## src/rtl/ssr_pkg.sv

```systemverilog
// Constants and carriers for the status, sync and ring output block
// Assumes a single 25 MHz clock; timings are derived from it
package ssr_pkg;
    localparam int unsigned CLK_HZ = 25_000_000;
    localparam int unsigned T_BLINK_MS = 600;
    localparam int unsigned T_SHORT_MS = 75;
    localparam int unsigned T_LONG_MS = 3000;
    localparam int unsigned T_FLASH_MS = 500;
    localparam int unsigned T_RING_LOW_MS = 1000;
    localparam int unsigned T_RING_HIGH_MS = 4000;
    localparam int unsigned T_NOTICE_MS = 1000;
    localparam int unsigned T_RING_TEXT_MS = 5000;
    localparam int unsigned CYC_PER_MS = CLK_HZ / 1000;
    localparam logic MODE_SYNC = 1'b0;
    localparam logic MODE_LED = 1'b1;
    localparam logic MODE_RESET = MODE_SYNC;

    // Module status as seen by the LED logic
    typedef struct packed {
        logic powered_off;
        logic low_power;
        logic searching;
        logic registered;
        logic context_active;
        logic data_exchanged;
        logic call_connected;
    } ssr_status_t;

    // Ring sources
    typedef struct packed {
        logic voice_ringing;
        logic data_ringing;
        logic call_waiting;
        logic notice;
    } ssr_ring_t;

    typedef enum logic [4:0] {
        LED_OFF = 5'b0_0001,
        LED_ON1 = 5'b0_0010,
        LED_GAP1 = 5'b0_0100,
        LED_ON2 = 5'b0_1000,
        LED_REST = 5'b1_0000
    } ssr_led_state_t;
endpackage

```

## src/rtl/ssr_outputs.sv

```systemverilog
// Burst/LED pin driver and ring indicator of the cellular engine
// Assumes status inputs are synchronous to clk and held as levels
// Behaviour
// - The pin has modes 0 and 1, set by command, with mode 0 after reset.
// - In mode 0 the pin is high during a transmit burst and low otherwise.
// - In mode 0 the pulse length is the same for traffic and access bursts.
// - In mode 1 high is LED on, and the pin is low when off or in a low-power state.
// - In mode 1 searching or missing SIM/PIN blinks 600 ms on and 600 ms off.
// - In mode 1 registered and idle repeats 75 ms on then 3 s off.
// - In mode 1 active contexts repeat 75 on, 75 off, 75 on, 3 s off.
// - In mode 1 data exchange raises the pin within 1 s for a 0.5 s flash.
// - In mode 1 a connected call holds the pin steadily high.
// - A ringing voice call cycles the ring line 1 s low then 4 s high.
// - Ringing calls request the textual ring notice every 5 s.
// - A waiting call during an active call holds the ring line low.
// - A ringing data or fax call holds the ring line low continuously.
// - Each unsolicited notice pulses the ring line low for 1 s.
// - The ring line is active low, low meaning call or notice and a wake request.
`timescale 1ns/1ps
`default_nettype none
module ssr_outputs #(
    parameter int unsigned T_BLINK_CYC = ssr_pkg::T_BLINK_MS * ssr_pkg::CYC_PER_MS,
    parameter int unsigned T_SHORT_CYC = ssr_pkg::T_SHORT_MS * ssr_pkg::CYC_PER_MS,
    parameter int unsigned T_LONG_CYC = ssr_pkg::T_LONG_MS * ssr_pkg::CYC_PER_MS,
    parameter int unsigned T_RLOW_CYC = ssr_pkg::T_RING_LOW_MS * ssr_pkg::CYC_PER_MS,
    parameter int unsigned T_RHIGH_CYC = ssr_pkg::T_RING_HIGH_MS * ssr_pkg::CYC_PER_MS
) (
    input wire logic clk,
    input wire logic rst_n,
    input wire logic mode_wr,
    input wire logic mode_value,
    input wire logic tx_burst,
    input wire ssr_pkg::ssr_status_t status,
    input wire ssr_pkg::ssr_ring_t ring,
    output logic pin_mode,
    output logic burst_led_pin,
    output logic ring_indicator_n,
    output logic ring_text_req
);
    import ssr_pkg::*;

    // Flash, notice and text spans scale with the ring-low span
    localparam longint unsigned RLOW_WIDE = T_RLOW_CYC;
    localparam int unsigned T_FLASH_CYC = 32'(RLOW_WIDE * T_FLASH_MS / T_RING_LOW_MS);
    localparam int unsigned T_NOTICE_CYC = 32'(RLOW_WIDE * T_NOTICE_MS / T_RING_LOW_MS);
    localparam int unsigned T_TEXT_CYC = 32'(RLOW_WIDE * T_RING_TEXT_MS / T_RING_LOW_MS);

    // Down-counter load value, cut to the counter width
    function automatic logic [31:0] load(input int unsigned cyc);
        return (cyc > 0) ? 32'(cyc - 1) : 32'h0000_0000;
    endfunction

    // ------------------------------------------------------------
    // Mode register
    // ------------------------------------------------------------
    logic mode_q, mode_d;
    always_comb begin
        mode_d = mode_q;
        if (mode_wr) begin
            mode_d = mode_value;
        end
    end
    always_ff @(posedge clk or negedge rst_n) begin
        if (!rst_n) begin
            mode_q <= MODE_RESET;
        end else begin
            mode_q <= mode_d;
        end
    end

    // ------------------------------------------------------------
    // LED pattern engine
    // ------------------------------------------------------------
    typedef enum logic [2:0] {
        PAT_NONE = 3'd0,
        PAT_SEARCH = 3'd1,
        PAT_REG = 3'd2,
        PAT_CTX = 3'd3,
        PAT_FLASH = 3'd4,
        PAT_STEADY = 3'd5
    } ssr_pat_t;

    ssr_pat_t pat;
    ssr_led_state_t led_q, led_d;
    logic [31:0] lcnt_q, lcnt_d;
    logic [31:0] fcnt_q, fcnt_d;
    logic flash_q, flash_d;
    logic led_out;

    // Off and low power win, then the highest-activity status
    always_comb begin
        pat = PAT_NONE;
        if (status.powered_off || status.low_power) begin
            pat = PAT_NONE;
        end else if (status.call_connected) begin
            pat = PAT_STEADY;
        end else if (flash_q || status.data_exchanged) begin
            pat = PAT_FLASH;
        end else if (status.context_active) begin
            pat = PAT_CTX;
        end else if (status.registered) begin
            pat = PAT_REG;
        end else if (status.searching) begin
            pat = PAT_SEARCH;
        end
    end

    // Flash stretcher: starts at once on exchange, lasts 0.5 s
    always_comb begin
        flash_d = flash_q;
        fcnt_d = fcnt_q;
        // Exchange at expiry restarts the flash
        if (status.data_exchanged && (!flash_q || fcnt_q == 32'h0000_0000)) begin
            flash_d = 1'b1;
            fcnt_d = load(T_FLASH_CYC);
        end else if (flash_q) begin
            if (fcnt_q == 32'h0000_0000) begin
                flash_d = 1'b0;
            end else begin
                fcnt_d = fcnt_q - 32'h0000_0001;
            end
        end
    end

    // Blink sequencer; the counter runs out then steps the state
    always_comb begin
        led_d = led_q;
        lcnt_d = lcnt_q;
        if (pat == PAT_NONE || pat == PAT_STEADY || pat == PAT_FLASH) begin
            led_d = LED_OFF;
            lcnt_d = 32'h0000_0000;
        end else if (led_q == LED_OFF) begin
            led_d = LED_ON1;
            lcnt_d = (pat == PAT_SEARCH) ? load(T_BLINK_CYC) : load(T_SHORT_CYC);
        end else if (lcnt_q != 32'h0000_0000) begin
            lcnt_d = lcnt_q - 32'h0000_0001;
        end else begin
            unique case (led_q)
                LED_ON1: begin
                    if (pat == PAT_CTX) begin
                        led_d = LED_GAP1;
                        lcnt_d = load(T_SHORT_CYC);
                    end else begin
                        led_d = LED_REST;
                        lcnt_d = (pat == PAT_SEARCH) ? load(T_BLINK_CYC) : load(T_LONG_CYC);
                    end
                end
                LED_GAP1: begin
                    led_d = LED_ON2;
                    lcnt_d = load(T_SHORT_CYC);
                end
                LED_ON2: begin
                    led_d = LED_REST;
                    lcnt_d = load(T_LONG_CYC);
                end
                LED_REST: begin
                    led_d = LED_OFF;
                end
                default: begin
                    led_d = LED_OFF;
                end
            endcase
        end
    end

    always_comb begin
        unique case (pat)
            PAT_STEADY: led_out = 1'b1;
            PAT_FLASH: led_out = flash_q;
            PAT_NONE: led_out = 1'b0;
            default: led_out = (led_q == LED_ON1) || (led_q == LED_ON2);
        endcase
    end

    always_ff @(posedge clk or negedge rst_n) begin
        if (!rst_n) begin
            led_q <= LED_OFF;
            lcnt_q <= 32'h0000_0000;
            fcnt_q <= 32'h0000_0000;
            flash_q <= 1'b0;
        end else begin
            led_q <= led_d;
            lcnt_q <= lcnt_d;
            fcnt_q <= fcnt_d;
            flash_q <= flash_d;
        end
    end

    // ------------------------------------------------------------
    // Ring indicator
    // ------------------------------------------------------------
    logic [31:0] rcnt_q, rcnt_d;
    logic rphase_q, rphase_d;
    logic [31:0] ncnt_q, ncnt_d;
    logic notice_q, notice_d;
    logic notice_prev_q;
    logic [31:0] tcnt_q, tcnt_d;
    logic text_d;
    logic ringing;
    logic ring_low;

    assign ringing = ring.voice_ringing || ring.data_ringing;

    always_comb begin
        rcnt_d = rcnt_q;
        rphase_d = rphase_q;
        ncnt_d = ncnt_q;
        notice_d = notice_q;
        tcnt_d = tcnt_q;
        text_d = 1'b0;
        // Voice cadence: low phase first, then high
        if (!ring.voice_ringing) begin
            rphase_d = 1'b0;
            rcnt_d = load(T_RLOW_CYC);
        end else if (rcnt_q != 32'h0000_0000) begin
            rcnt_d = rcnt_q - 32'h0000_0001;
        end else begin
            rphase_d = ~rphase_q;
            rcnt_d = rphase_q ? load(T_RLOW_CYC) : load(T_RHIGH_CYC);
        end
        // Notice pulse, retriggered by each new notice edge
        if (ring.notice && !notice_prev_q) begin
            notice_d = 1'b1;
            ncnt_d = load(T_NOTICE_CYC);
        end else if (notice_q) begin
            if (ncnt_q == 32'h0000_0000) begin
                notice_d = 1'b0;
            end else begin
                ncnt_d = ncnt_q - 32'h0000_0001;
            end
        end
        // Text notice request at ring start and every 5 s
        if (!ringing) begin
            tcnt_d = 32'h0000_0000;
        end else if (tcnt_q == 32'h0000_0000) begin
            text_d = 1'b1;
            tcnt_d = load(T_TEXT_CYC);
        end else begin
            tcnt_d = tcnt_q - 32'h0000_0001;
        end
    end

    assign ring_low = ring.data_ringing
        || ring.call_waiting
        || notice_q
        || (ring.voice_ringing && !rphase_q);

    always_ff @(posedge clk or negedge rst_n) begin
        if (!rst_n) begin
            rcnt_q <= 32'h0000_0000;
            rphase_q <= 1'b0;
            ncnt_q <= 32'h0000_0000;
            notice_q <= 1'b0;
            notice_prev_q <= 1'b0;
            tcnt_q <= 32'h0000_0000;
            ring_text_req <= 1'b0;
            ring_indicator_n <= 1'b1;
            burst_led_pin <= 1'b0;
        end else begin
            rcnt_q <= rcnt_d;
            rphase_q <= rphase_d;
            ncnt_q <= ncnt_d;
            notice_q <= notice_d;
            notice_prev_q <= ring.notice;
            tcnt_q <= tcnt_d;
            ring_text_req <= text_d;
            ring_indicator_n <= ~ring_low;
            // Burst marker follows the burst gate for any burst type
            burst_led_pin <= (mode_q == MODE_SYNC) ? tx_burst : led_out;
        end
    end

    assign pin_mode = mode_q;

    // ------------------------------------------------------------
    // Checks
    // ------------------------------------------------------------
    chk_mode_reset: assert property (@(posedge clk) $rose(rst_n) |-> mode_q == MODE_SYNC)
        else $error("mode not 0 after reset");
    chk_sync_follow: assert property (@(posedge clk) disable iff (!rst_n)
        (mode_q == MODE_SYNC && $past(mode_q) == MODE_SYNC) |-> burst_led_pin == $past(tx_burst))
        else $error("sync pin does not follow burst");
    chk_led_off: assert property (@(posedge clk) disable iff (!rst_n)
        (mode_q == MODE_LED && status.powered_off) ##1 (mode_q == MODE_LED) |-> !burst_led_pin)
        else $error("led on while off");
    chk_led_steady: assert property (@(posedge clk) disable iff (!rst_n)
        (mode_q == MODE_LED && status.call_connected && !status.powered_off && !status.low_power)
        ##1 (mode_q == MODE_LED) |-> burst_led_pin)
        else $error("led not steady in call");
    chk_flash_start: assert property (@(posedge clk) disable iff (!rst_n)
        $rose(status.data_exchanged) |=> flash_q)
        else $error("flash not started");
    chk_data_ring: assert property (@(posedge clk) disable iff (!rst_n)
        ring.data_ringing |=> !ring_indicator_n)
        else $error("ring line high during data ring");
    chk_wait_ring: assert property (@(posedge clk) disable iff (!rst_n)
        ring.call_waiting |=> !ring_indicator_n)
        else $error("ring line high during waiting call");
    chk_notice_low: assert property (@(posedge clk) disable iff (!rst_n)
        (ring.notice && !notice_prev_q) |=> notice_q ##1 !ring_indicator_n)
        else $error("notice pulse missing");
    chk_voice_start: assert property (@(posedge clk) disable iff (!rst_n)
        $rose(ring.voice_ringing) |=> ##1 !ring_indicator_n)
        else $error("voice ring does not start low");
    chk_text_start: assert property (@(posedge clk) disable iff (!rst_n)
        $rose(ringing) |=> ring_text_req)
        else $error("ring text not requested");
    chk_idle_high: assert property (@(posedge clk) disable iff (!rst_n)
        (!ring_low) |=> ring_indicator_n)
        else $error("ring line low when idle");
endmodule
`default_nettype wire

```

## config.mk

```make
export PLATFORM = sky130hd
export DESIGN_NAME = ssr_outputs
export DESIGN_NICKNAME = d
export VERILOG_FILES = /design/src/rtl/ssr_pkg.sv /design/src/rtl/ssr_outputs.sv
export SDC_FILE = /design/constraint.sdc
export NUM_CORES = 1
export LEC_CHECK = 0
export BUFFER_PORTS_ARGS = -buffer_cell sky130_fd_sc_hd__buf_2
export CORE_MARGIN = 10
export CORE_UTILIZATION = 65
export CTS_CLUSTER_DIAMETER = 60
export DETAILED_ROUTE_END_ITERATION = 10
export GPL_TIMING_DRIVEN = 0
export MAX_ROUTING_LAYER = met4
export PLACE_DENSITY_LB_ADDON = 0.12
export SLEW_MARGIN = 20
export SYNTH_ARGS = -nofsm -noshare
export SYNTH_HDL_FRONTEND = slang
export SYNTH_SLANG_ARGS = --single-unit
```

## constraint.sdc

```tcl
create_clock -name clk -period 6.05 [get_ports clk]
set_input_delay 1.21 -clock clk [delete_from_list [all_inputs] [get_ports clk]]
set_output_delay 1.21 -clock clk [all_outputs]
set_load 0.05 [all_outputs]
```

==> metrics.log, run 1 <==
INFO  metric run_status = finished clean
INFO  metric cts_inserted_buffers = 17
INFO  metric cts_hold_buffers = 0
INFO  metric fp.dieArea = 0.01862 mm2
INFO  metric vias_per_cell = 6.061
INFO  metric synth_cells = 950
INFO  metric synthesis.area = 0.008813 mm2
INFO  metric numPlacedInstances = 1146
INFO  metric cts_resized = 0
INFO  metric worst-setup-path-type = flip-flop to flip-flop
INFO  metric initial_utilization = 66.55%
INFO  metric cp.arrival = around 3.4 ns
INFO  metric port-buffer-count = 18
INFO  metric netSwitchingFraction = 30.45%
INFO  metric share_comb_of_total_power = 20.3%
INFO  metric worst_setup_hold_path_clk_slew = 0.06 ns
INFO  metric first_global_vias = 6827
INFO  metric yosys.area.top_type_share = 48.55%
INFO  metric clock_power_share = roughly a third
INFO  metric track_usage = 21.89%
INFO  metric synth_seq_cells = between 150 and 200
INFO  metric dieHeight = 136.4 um
INFO  metric synth_edf_count = 0
INFO  metric wirelength = 18.99 mm
INFO  metric period_minus_slack = 3.143 ns
INFO  metric max-slew-margin-rel = 25.94%
INFO  metric ios = 20
INFO  metric hpwlAfterDp = 12.80 mm
INFO  metric yosysWarningCount = 0
INFO  metric powerDensity = 325.9 mW/mm2
INFO  metric slew_viol_final = 0
INFO  metric synth_seq_area_share = 49.15%
INFO  metric post-route-drc-count = 0
INFO  metric worstSetupEndpointType = flip-flop
INFO  metric grt_overflow = 0
INFO  metric synth_flop_cell = sky130_fd_sc_hd__dfrtp_1
INFO  metric ctsLongestPathBuffers = 2
INFO  metric tritoncts_num_sinks = 173
INFO  metric dieWidth = 136.4 um
INFO  metric detail_route.iter0.violations = between 500 and 600
INFO  metric ctsRootBufferMaster = sky130_fd_sc_hd__clkbuf_16
INFO  metric final_min_period_over_clock_period = 51.95%
INFO  metric timing.critical_path.required = 6.32 ns
INFO  metric cp-start-kind = flip-flop
INFO  metric final_hold_violation_count = 0
INFO  metric postCtsSetupBuffers = 0
INFO  metric synth_fp_nets = 975
INFO  metric peakVddDrop = 0.2079 mV
INFO  metric layout.nets = about 1000
INFO  metric final_cells = around 1200
INFO  metric final.setup_skew = between 0.008 and 0.009 ns
INFO  metric htreeDepth = 4
INFO  metric dr_total_vias = 7140
INFO  metric drt-pass1-iter-count = 5
INFO  metric worst_pin_slew = 1.102 ns
INFO  metric setup_viol = 0
INFO  metric min_path_type = flip-flop to flip-flop
INFO  metric reported_leakage_power = 0.004076 uW
INFO  metric post-place-ws = 2.770 ns
INFO  metric fp-row-count = 42
INFO  metric multiInputGateArea = between 0.004 and 0.005 mm2
INFO  metric grt_setup_unrepaired = false
INFO  metric synthToLayoutAreaGrowth = 11.03%
INFO  metric synthesis.area_per_instance = 9.277 um2
INFO  metric insertedDiodeCount = 0
INFO  metric floorplan.core_area = approximately 0.013 mm2
INFO  metric number_of_violations_of_the_max_capacitance_limit = 0
INFO  metric clk-insertion-delay-late = between 0.4 and 0.5 ns
INFO  metric internal-power = 2218 uW
INFO  metric routabilityCongestion = 0.8946
INFO  metric async_reset_ff_share = 100.0%
INFO  metric grt_max_degree = 60
INFO  metric ys_types = 59
INFO  metric synth_top_cell_by_area = sky130_fd_sc_hd__dfrtp_1
INFO  metric synth_top_cells_by_area = sky130_fd_sc_hd__dfrtp_1, sky130_fd_sc_hd__xnor2_1, sky130_fd_sc_hd__nor2_1, sky130_fd_sc_hd__a21oi_1, sky130_fd_sc_hd__nor3_1
INFO  metric drive_gt1_share = 7.585%
INFO  metric layout.filler_cells = 973
INFO  metric grt_first_pass_wirelength = between 30 and 40 mm
INFO  metric post-route-worst-setup-slack = between 2 and 3 ns
INFO  metric antenna_violating_nets_post_route = 0
INFO  metric max_freq = between 300 and 400 MHz
INFO  metric finalPower = 3189 uW
INFO  metric grt_antenna_before_repair = 0
INFO  metric share_seq_of_total_power = 45.3%
INFO  metric power.net_switching = 971.1 uW
INFO  metric routedWlPerCell = 16.12 um
INFO  metric cts_tree = yes
INFO  metric worst-path-max-fanout = 10
INFO  metric ff_latch_area = ~0.0043 mm2
INFO  metric totalNegativeSetupSlack = 0 ns
## state kept, by name, summed over array words and instances, names as in the netlist
signal and count:
notice_q 1, ring_text_req 1, rphase_q 1, fcnt_q 32
notice_prev_q 1, pin_mode 1, ring_indicator_n 1, ncnt_q 32
burst_led_pin 1, flash_q 1, tcnt_q 32, rcnt_q 32
lcnt_q 32, led_q 5
## path summary, 6_finish.rpt
check                           start          to  slack [ns]  cells after the start
min in group asynchronous       rst_n   tcnt_q[7]        0.70                      1
max reg2reg                rcnt_q[10]  rcnt_q[26]        2.91                      8
min reg2reg                fcnt_q[14]  fcnt_q[14]        0.49                      1
min                        fcnt_q[14]  fcnt_q[14]        0.49                      1
max                        rcnt_q[10]  rcnt_q[26]        2.91                      8
max in group asynchronous       rst_n    led_q[0]        4.34                      3
## critical path: stages, from the launching register on
cell                       delay, ns
sky130_fd_sc_hd__dfrtp_1        0.41
sky130_fd_sc_hd__nor4_1         0.50
sky130_fd_sc_hd__nand4_1        0.35
sky130_fd_sc_hd__or2_2          0.38
sky130_fd_sc_hd__clkbuf_1       0.16
sky130_fd_sc_hd__or2_2          0.32
sky130_fd_sc_hd__buf_2          0.18
sky130_fd_sc_hd__o21ai_0        0.54
sky130_fd_sc_hd__a21oi_1        0.13
## cells in the mapped netlist (3+ instances only)
| library cell | n |
|---|---|
| sky130_fd_sc_hd__o21ai_0 | 41 |
| sky130_fd_sc_hd__ha_1 | 9 |
| sky130_fd_sc_hd__nor2_1 | 114 |
| sky130_fd_sc_hd__xnor2_1 | 70 |
| sky130_fd_sc_hd__a21oi_1 | 66 |
| sky130_fd_sc_hd__and2_1 | 3 |
| sky130_fd_sc_hd__or2_2 | 7 |
| sky130_fd_sc_hd__nand3_1 | 37 |
| sky130_fd_sc_hd__a211oi_1 | 9 |
| sky130_fd_sc_hd__nand2_1 | 83 |
| sky130_fd_sc_hd__or4_1 | 9 |
| sky130_fd_sc_hd__o31ai_1 | 4 |
| sky130_fd_sc_hd__nor3_1 | 63 |
| sky130_fd_sc_hd__nor4_1 | 37 |
| sky130_fd_sc_hd__nand3b_1 | 5 |
| sky130_fd_sc_hd__nor4b_1 | 5 |
| sky130_fd_sc_hd__clkbuf_1 | 26 |
| sky130_fd_sc_hd__inv_1 | 19 |
| sky130_fd_sc_hd__nor3b_1 | 8 |
| sky130_fd_sc_hd__nand4_1 | 15 |
| sky130_fd_sc_hd__dfrtp_1 | 171 |
| sky130_fd_sc_hd__xor2_1 | 34 |
| sky130_fd_sc_hd__or3_1 | 28 |
| sky130_fd_sc_hd__buf_2 | 7 |
| sky130_fd_sc_hd__and3_1 | 8 |
| sky130_fd_sc_hd__nor2b_1 | 5 |
| sky130_fd_sc_hd__nand2b_1 | 7 |
| sky130_fd_sc_hd__a31oi_1 | 16 |
## cells by family after synthesis
kind of cell / Yosys count / share of synthesized area (%)
AND/OR/NAND/NOR: 446 / 25.45
flip-flops: 173 / 49.15
AO/OA/AOI/OAI: 161 / 11.06
XOR/XNOR: 104 / 10.34
buffers and inverters: 55 / 2.484
adder cells (fa/ha/maj): 9 / 1.278
multiplexers: 2 / 0.2413
## per-layer routing
layer  wire, um  up-vias  global-route usage (%)
li1           -     3462                       -
met1       9013     3501                   29.37
met2       8957      151                   33.21
met3        737       26                   3.801
met4        280        0                   7.160
met5          0        -                       -
## power by group through the flow
stage | Sequential, uW | Combinational [uW] | Clock [uW]
6_report | 1440 | 647 | 1100
3_3_place_gp | 1450 | 611 | 0
5_1_grt | 1460 | 732 | 1160
2_1_floorplan | 1430 | 492 | 0
3_5_place_dp | 1460 | 643 | 0
4_1_cts | 1440 | 647 | 1110
## placed cells by master, fill, tap and decap left out, drive strengths merged, types with 3 or more instances in the layout
cell type / netlist / routed
a211oi: 9 / 9
a21oi: 66 / 66
a31oi: 16 / 16
and2: 4 / 4
and3: 8 / 8
buf: 9 / 29
clkbuf: 26 / 48
clkinv: 0 / 3
clkinvlp: 0 / 5
dfrtp: 171 / 171
ha: 9 / 9
inv: 20 / 20
nand2: 83 / 83
nand2b: 7 / 7
nand3: 37 / 37
nand3b: 5 / 5
nand4: 15 / 15
nor2: 114 / 114
nor2b: 5 / 5
nor3: 63 / 63
nor3b: 8 / 8
nor4: 37 / 37
nor4b: 5 / 5
o21ai: 41 / 41
o31ai: 6 / 6
or2: 8 / 8
or3: 28 / 28
or4: 10 / 10
xnor2: 70 / 70
xor2: 34 / 34
## stage by stage
stage                     cell area [um2]  hold slack [ns]  utilization [%]
after floorplan                      8813           0.4511                -
after global placement               9124           0.4711            68.90
after detailed placement             9189           0.4773            69.39
after CTS                            9786           0.4927            73.89
after global routing                 9786           0.5225            73.89
final                                9786           0.4857            73.89
## cell type report
| cell class | count | share of cell area [%] |
|---|---|---|
| plain buffers | 35 | 1.470 |
| clock buffers | 22 | 4.948 |
| clock inverters | 10 | 1.151 |
| inverters | 20 | 0.7672 |
| multi-input cells | 722 | 43.56 |
| flip-flops and latches | 173 | 44.27 |
| well taps | 176 | 2.250 |
| repair buffers | 20 | 1.585 |
No activity file was read; power rests on OpenSTA's default activity.
==> run 2, diff against run 1 <==
--- a/config.mk
+++ b/config.mk
@@ -5,9 +5,10 @@
 export SDC_FILE = /design/constraint.sdc
 export NUM_CORES = 1
 export LEC_CHECK = 0
+export ABC_AREA = 1
 export BUFFER_PORTS_ARGS = -buffer_cell sky130_fd_sc_hd__buf_2
 export CORE_MARGIN = 10
-export CORE_UTILIZATION = 65
+export CORE_UTILIZATION = 64
 export CTS_CLUSTER_DIAMETER = 60
 export DETAILED_ROUTE_END_ITERATION = 10
 export GPL_TIMING_DRIVEN = 0
==> constraint.sdc (replaced) <==
create_clock -name clk -period 3.01 [get_ports clk]
set_input_delay 0.602 -clock clk [delete_from_list [all_inputs] [get_ports clk]]
set_output_delay 0.602 -clock clk [all_outputs]
set_load 0.05 [all_outputs]
==> run 2 against run 1 <==
Area after synthesis increased by 20%. Clock power up 110%. Largest cell class is now multi-input gates. Highest routed layer unchanged. Global-route usage rose by 2.5 points. Total power rose by 100%. Clock skew rose by 0.00078 ns. Design area up 19%.
==> metrics.log, run 2 <==
INFO  metric synth_fp_nets = 1532 (+57%)
INFO  metric cp-start-kind = flip-flop
INFO  metric worst_pin_slew = 0.6049 ns (-0.4974 ns)
INFO  metric ys_types = 43 (-27%)
INFO  metric synth_cells = 1507 (+59%)
INFO  metric postCtsSetupBuffers = 0 (unchanged)
INFO  metric max_freq = 471.1 MHz (+48%)
INFO  metric antenna_violating_nets_post_route = 0 (unchanged)
INFO  metric clk-insertion-delay-late = 0.43 ns (about the same)
INFO  metric cts_inserted_buffers = 17 (unchanged)
INFO  metric htreeDepth = 4 (unchanged)
INFO  metric cts_hold_buffers = 0 (unchanged)
INFO  metric slew_viol_final = 0 (unchanged)
INFO  metric reported_leakage_power = 0.005847 uW (+43%)
INFO  metric vias_per_cell = 5.477 (-9.6%)
INFO  metric cts_tree = yes
INFO  metric post_synth_most_frequent_cells = sky130_fd_sc_hd__nand2_1, sky130_fd_sc_hd__nor2_1, sky130_fd_sc_hd__dfrtp_1
INFO  metric synth_most_common_cell = sky130_fd_sc_hd__nand2_1
INFO  metric yosysWarningCount = 0 (unchanged)
INFO  metric peakVddDrop = 0.5168 mV (+150%)
INFO  metric track_usage = 24.39% (+2.5 points)
INFO  metric min_path_type = input port to asynchronous set/reset pin
INFO  metric final_min_period_over_clock_period = 70.53% (+19 points)
INFO  metric dr_total_vias = 9749 (+37%)
INFO  metric floorplan.core_area = 0.01641 mm2 (+24%)
INFO  metric powerDensity = 548.3 mW/mm2 (+68%)
INFO  metric async_reset_ff_share = 100.0% (unchanged)
INFO  metric fp.dieArea = 0.02213 mm2 (+19%)
INFO  metric synth_top_cell_by_area = sky130_fd_sc_hd__dfrtp_1
INFO  metric detail_route.iter0.violations = 793 (+48%)
INFO  metric worst-path-max-fanout = 6 (-4)
INFO  metric port-buffer-count = 19 (+1)
INFO  metric routabilityCongestion = 0.9978 (+12%)
INFO  metric post-route-cell-area = 0.01167 mm2 (+19%)
INFO  metric grt_first_pass_wirelength = 43.44 mm (+34%)
INFO  metric synth_edf_count = 0 (unchanged)
INFO  metric final_hold_violation_count = 0 (unchanged)
INFO  metric dieHeight = 148.8 um (+9.0%)
INFO  metric grt_setup_unrepaired = false
INFO  metric cp.arrival = 2.44 ns (-0.97 ns)
INFO  metric dieWidth = 148.8 um (+9.0%)
INFO  metric routedWlPerCell = 14.43 um (-10%)
INFO  metric drt-pass1-iter-count = 7 (+2)
INFO  metric synthesis.area_per_instance = 7.041 um2 (-24%)
INFO  metric cts_resized = 0 (unchanged)
INFO  metric synthesis.area = 0.01061 mm2 (+20%)
INFO  metric synth_top_cells_by_area = sky130_fd_sc_hd__dfrtp_1, sky130_fd_sc_hd__nand2_1, sky130_fd_sc_hd__nor2_1, sky130_fd_sc_hd__nand3_1, sky130_fd_sc_hd__inv_1
INFO  metric final.setup_skew = 0.009156 ns (+0.0007793 ns)
INFO  metric timing.reg2reg.setup_slack = 0.89 ns (-2.02 ns)
INFO  metric insertedDiodeCount = 0 (unchanged)
INFO  metric synth_seq_area_share = 40.82% (-8.3 points)
INFO  metric wirelength = 25.69 mm (+35%)
INFO  metric grt_max_degree = 70 (+17%)
INFO  metric worst-setup-path-type = flip-flop to flip-flop
INFO  metric period_minus_slack = 2.123 ns (-1.020 ns)
INFO  metric ctsLongestPathBuffers = 2 (unchanged)
INFO  metric grt_antenna_before_repair = 0 (unchanged)
INFO  metric grt_overflow = 0 (unchanged)
INFO  metric tritoncts_num_sinks = 173 (unchanged)
INFO  metric initial_utilization = 64.68% (-1.9 points)
INFO  metric synth_flop_cell = sky130_fd_sc_hd__dfrtp_1
INFO  metric worstSetupEndpointType = flip-flop
INFO  metric first_global_vias = 9108 (+33%)
INFO  metric ctsRootBufferMaster = sky130_fd_sc_hd__clkbuf_16
INFO  metric synthToLayoutAreaGrowth = 9.998%
INFO  metric hpwlAfterDp = 18.71 mm (+46%)
INFO  metric yosys.area.top_type_share = 40.33% (-8.2 points)
INFO  metric synth_seq_cells = 173 (unchanged)
INFO  metric number_of_violations_of_the_max_capacitance_limit = 0 (unchanged)
INFO  metric max-slew-margin-rel = 59.67% (+34 points)
INFO  metric setup_viol = 0 (unchanged)
INFO  metric worst_setup_hold_path_clk_slew = 0.07 ns (about the same)
INFO  metric run_status = finished clean
INFO  metric ios = 20 (unchanged)
INFO  metric timing.critical_path.required = 3.32 ns (-3.00 ns)
INFO  metric layout.cells.most_common_list = sky130_fd_sc_hd__nand2_1, sky130_fd_sc_hd__nor2_1, sky130_fd_sc_hd__dfrtp_1
INFO  metric timing.hold.ws = 0.06965 ns (-0.4160 ns)
INFO  metric drive_gt1_share = 8.910% (+1.3 points)
INFO  metric layout.nets = 1572 (+55%)
INFO  metric placed_area = 0.01105 mm2 (+20%)
INFO  metric post-route-drc-count = 0 (unchanged)
INFO  metric fp-row-count = 47 (+12%)
INFO  metric mostFrequentLayoutCell = sky130_fd_sc_hd__nand2_1
## run 2: cell count changes after synthesis, sizes merged, moves of 26 or more
cell,change
nor3,-41
xnor2,-39
nor4,-30
nand3,+69
a21oi,-30
nand4,+26
inv,+119
or3,-28
nor2,+240
nand2,+338
## run 2: cell families after synthesis
group / count (synthesis) / synth area share, %
multiplexers: 1 / 0.1061
adder cells (fa/ha/maj): 9 / 1.061
AND/OR/NAND/NOR: 978 / 40.24
XOR/XNOR: 76 / 6.273
flip-flops: 173 / 40.82
buffers and inverters: 161 / 6.131
AO/OA/AOI/OAI: 109 / 5.365
## run 2: final cells by class
cell class	instances	area, um2
clock inverter	12	158.9
tap	220	275.3
sequential	173	4332
clock buffer	20	466.7
timing repair buffer	21	160.2
multi-input combinational	1173	5629
buffer	20	120.1
inverter	141	530.5
fill	1382	4735
## run 2: final timing paths
| path | startpoint | endpoint | cells past startpoint |
|---|---|---|---|
| setup / recovery | fcnt_q[0] | fcnt_q[28] | 9 |
| hold / removal | rst_n | rcnt_q[6] | 1 |
| setup reg to reg | fcnt_q[0] | fcnt_q[28] | 9 |
| hold reg to reg | rcnt_q[0] | rcnt_q[0] | 1 |
| max in group asynchronous | rst_n | led_q[0] | 2 |
| min in group clk | ring[1] | ring_indicator_n | 2 |
## run 2: where the power goes
| group | switching, uW | internal, uW |
|---|---|---|
| clock network | 952 | 1380 |
| logic | 928 | 457 |
| registers | 173 | 2510 |
## run 2: through the flow
| step | TNS [ns] | setup slack (ns) | util [%] | power, uW | std cells |
|---|---|---|---|---|---|
| detailed placement | 0 | 0.9590 | 67.33 | 4079 | 1748 |
| global route | 0 | 0.7260 | 71.14 | 6766 | 1780 |
| CTS | 0 | 0.9420 | 71.14 | 6418 | 1780 |
| floorplan | 0 | 1.349 | - | 3727 | 1507 |
| global placement | -231.78 | -1.364 | 66.93 | 4020 | 1746 |
| finish | 0 | 0.8872 | 71.14 | 6401 | 1780 |
## run 2: layer usage
layer | share of wire (%) | track usage (%)
met1 | 47 | 32.96
met2 | 47 | 37.73
met3 | 4.9 | 3.368
met4 | 1.6 | 7.115
met5 | 0 | -
## run 2: worst max-delay path, cell delays in order (launching register included)
cell and delay [ns]:
sky130_fd_sc_hd__dfrtp_1 0.38, sky130_fd_sc_hd__inv_1 0.15, sky130_fd_sc_hd__ha_1 0.26, sky130_fd_sc_hd__nand2_1 0.17, sky130_fd_sc_hd__nor2_1 0.32, sky130_fd_sc_hd__nand2_1 0.09, sky130_fd_sc_hd__nor2_1 0.28, sky130_fd_sc_hd__nand4_1 0.18
sky130_fd_sc_hd__nand3_1 0.10, sky130_fd_sc_hd__o21ai_1 0.06
==> run 3, diff against run 2 <==
==> constraint.sdc (replaced) <==
create_clock -name clk -period 2.1 [get_ports clk]
set_input_delay 0.42 -clock clk [delete_from_list [all_inputs] [get_ports clk]]
set_output_delay 0.42 -clock clk [all_outputs]
set_load 0.05 [all_outputs]
==> run 3 against run 2 <==
Sequential power rose by 43%. Core utilization rose by 0.35 points. Clock-buffer cell count did not move. Register-to-register slack got worse by 0.78 ns. Wire length rose by 0.30%. Global-route usage barely moved. Worst setup slack got worse by 0.78 ns. Sequential share of layout area fell by 0.18 points. Fmax rose by 6.3%. Die area did not move. Critical path type unchanged. Largest cell class unchanged. Highest routed layer unchanged.
==> metrics.log, run 3 (same netlist as run 2, synthesis figures left out) <==
INFO  metric cp-start-kind = flip-flop
INFO  metric peakVddDrop = 0.7538 mV (+46%)
INFO  metric period_minus_slack = 1.996 ns (-0.1266 ns)
INFO  metric vias_per_cell = 5.479 (about the same)
INFO  metric final.setup_skew = 0.009313 ns (+0.0001568 ns)
INFO  metric number_of_violations_of_the_max_capacitance_limit = 0 (unchanged)
INFO  metric reported_leakage_power = 0.005869 uW (+0.38%)
INFO  metric tritoncts_num_sinks = 173 (unchanged)
INFO  metric grt_first_pass_wirelength = 43.46 mm (about the same)
INFO  metric post-place-ws = 0.05176 ns (-0.9072 ns)
INFO  metric routedWlPerCell = 14.44 um (about the same)
INFO  metric numPlacedInstances = 1748 (unchanged)
INFO  metric final_min_period_over_clock_period = 95.06% (+25 points)
INFO  metric mostFrequentLayoutCell = sky130_fd_sc_hd__nand2_1
INFO  metric grt_setup_unrepaired = false
INFO  metric run_status = finished clean
INFO  metric layout.filler_cells = 1366 (-1.2%)
INFO  metric wirelength = 25.77 mm (+0.30%)
INFO  metric track_usage = 24.40% (about the same)
INFO  metric layout.cells.most_common_list = sky130_fd_sc_hd__nand2_1, sky130_fd_sc_hd__nor2_1, sky130_fd_sc_hd__dfrtp_1
INFO  metric timing.critical_path.required = 2.37 ns (-0.95 ns)
INFO  metric final_cells = 1784 (+0.22%)
INFO  metric worst_setup_hold_path_clk_slew = 0.07 ns (about the same)
INFO  metric insertedDiodeCount = 0 (unchanged)
INFO  metric grt_antenna_before_repair = 0 (unchanged)
INFO  metric layout.nets = 1576 (+0.25%)
INFO  metric timing.hold.worst_path_depth = 2
INFO  metric antenna_violating_nets_post_route = 0 (unchanged)
INFO  metric timing.hold.ws = 0.1089 ns (+0.03925 ns)
INFO  metric post-route-worst-setup-slack = 0.1038 ns (-0.7834 ns)
INFO  metric rr_worst_depth = 8 (-1)
INFO  metric grt_max_degree = 70 (unchanged)
INFO  metric fp.dieArea = 0.02213 mm2 (unchanged)
INFO  metric worst-path-max-fanout = 6 (unchanged)
INFO  metric cp.arrival = 2.27 ns (-0.17 ns)
INFO  metric floorplan.core_area = 0.01641 mm2 (unchanged)
INFO  metric worstSetupEndpointType = flip-flop
INFO  metric ios = 20 (unchanged)
INFO  metric fp-row-count = 47 (unchanged)
INFO  metric initial_utilization = 64.68% (unchanged)
INFO  metric totalNegativeSetupSlack = 0 ns (unchanged)
INFO  metric first_global_vias = 9114 (+0.066%)
INFO  metric slew_viol_final = 0 (unchanged)
INFO  metric powerDensity = 786.6 mW/mm2 (+43%)
INFO  metric final_hold_violation_count = 0 (unchanged)
INFO  metric regToRegEndpoint = rcnt_q[21]
INFO  metric worst_hold_startpoint = ring[1]
INFO  metric setup_viol = 0 (unchanged)
INFO  metric detail_route.iter0.violations = 919 (+16%)
INFO  metric finalPower = 9227 uW (+44%)
INFO  metric dieHeight = 148.8 um (unchanged)
INFO  metric dr_total_vias = 9775 (+0.27%)
INFO  metric drive_gt1_share = 9.527% (+0.62 points)
INFO  metric htreeDepth = 4 (unchanged)
INFO  metric worst_hold_path.endpoint = ring_indicator_n
INFO  metric ctsLongestPathBuffers = 2 (unchanged)
INFO  metric hpwlAfterDp = 18.71 mm (unchanged)
INFO  metric synthToLayoutAreaGrowth = 10.54%
INFO  metric worst_pin_slew = 0.6031 ns (-0.001809 ns)
INFO  metric min_path_type = input port to flip-flop
INFO  metric routabilityCongestion = 0.9978 (unchanged)
INFO  metric drt-pass1-iter-count = 6 (-1)
INFO  metric port-buffer-count = 19 (unchanged)
INFO  metric max-slew-margin-rel = 59.79% (+0.12 points)
INFO  metric cts_tree = yes
INFO  metric ctsRootBufferMaster = sky130_fd_sc_hd__clkbuf_16
INFO  metric post-route-drc-count = 0 (unchanged)
INFO  metric timing.reg2reg.setup_slack = 0.10 ns (-0.78 ns)
INFO  metric regToRegStartpoint = rcnt_q[12]
INFO  metric cts_inserted_buffers = 17 (unchanged)
INFO  metric worst-setup-path-type = flip-flop to flip-flop
INFO  metric grt_overflow = 0 (unchanged)
INFO  metric clk-insertion-delay-late = 0.44 ns (about the same)
INFO  metric dieWidth = 148.8 um (unchanged)
INFO  metric max_freq = 501.0 MHz (+6.3%)
run 3: cell count changes in the layout (fill, tap and decap cells not counted), sizes merged:
cell / previous run / this run
dlygate4sd3: 0 / 1
buf: 37 / 40
run 3: what timing repair did:
action | 4_1_cts | 5_1_grt
setup buffers | 0 | 3
gates resized for setup | 0 | 9
hold endpoints to repair | 43 | 0
endpoints found under the setup margin | 0 | 13
hold buffers | 1 | 0
run 3: layout make-up:
class | count | area [um2] | area share (%)
Multi-Input combinational cell | 1173 | 5654 | 48.20
Sequential cell | 173 | 4332 | 36.93
Inverter | 141 | 530.5 | 4.523
Clock buffer | 20 | 466.7 | 3.979
Tap cell | 220 | 275.3 | 2.347
Timing Repair Buffer | 25 | 192.7 | 1.643
Clock inverter | 12 | 158.9 | 1.355
Buffer | 20 | 120.1 | 1.024
run 3: through the flow:
step / utilization (%) / cell area, um2
2_1_floorplan: - / 10610
3_3_place_gp: 66.93 / 10980
3_5_place_dp: 67.33 / 11050
4_1_cts: 71.20 / 11680
5_1_grt: 71.49 / 11730
6_report: 71.49 / 11730
run 3: how the worst max path moves through the flow:
stage          slack, ns  startpoint          to  depth (start not counted)
6_report            0.10  rcnt_q[12]  rcnt_q[21]                          8
3_5_place_dp        0.05   fcnt_q[0]  fcnt_q[28]                          9
3_3_place_gp       -2.09       rst_n   lcnt_q[9]                          1
5_1_grt           0.0004   lcnt_q[0]  lcnt_q[14]                         10
2_1_floorplan       0.44   lcnt_q[0]  lcnt_q[15]                         12
4_1_cts             0.03   fcnt_q[0]  fcnt_q[28]                          9
run 3: power by group:
group	switching [uW]	internal, uW	total, uW
clock	1370	1980	3350
combinational	1360	666	2020
sequential	256	3600	3860
run 3: worst max-delay path, stage by stage (launching register included):
cell	delay, ns
sky130_fd_sc_hd__dfrtp_1	0.46
sky130_fd_sc_hd__nor2_1	0.16
sky130_fd_sc_hd__nand2_1	0.08
sky130_fd_sc_hd__nor2_1	0.15
sky130_fd_sc_hd__nand2_1	0.15
sky130_fd_sc_hd__nor2_4	0.19
sky130_fd_sc_hd__nand2_1	0.17
sky130_fd_sc_hd__a21oi_1	0.26
sky130_fd_sc_hd__o21ai_0	0.21
run 3: per-layer routing:
| layer | routed length (um) | global-route usage [%] | vias up |
|---|---|---|---|
| met5 | 0 | - | - |
| met4 | 410 | 7.115 | 0 |
| met3 | 1240 | 3.368 | 40 |
| met2 | 12040 | 37.73 | 274 |
| met1 | 12070 | 32.98 | 4569 |
| li1 | - | - | 4892 |
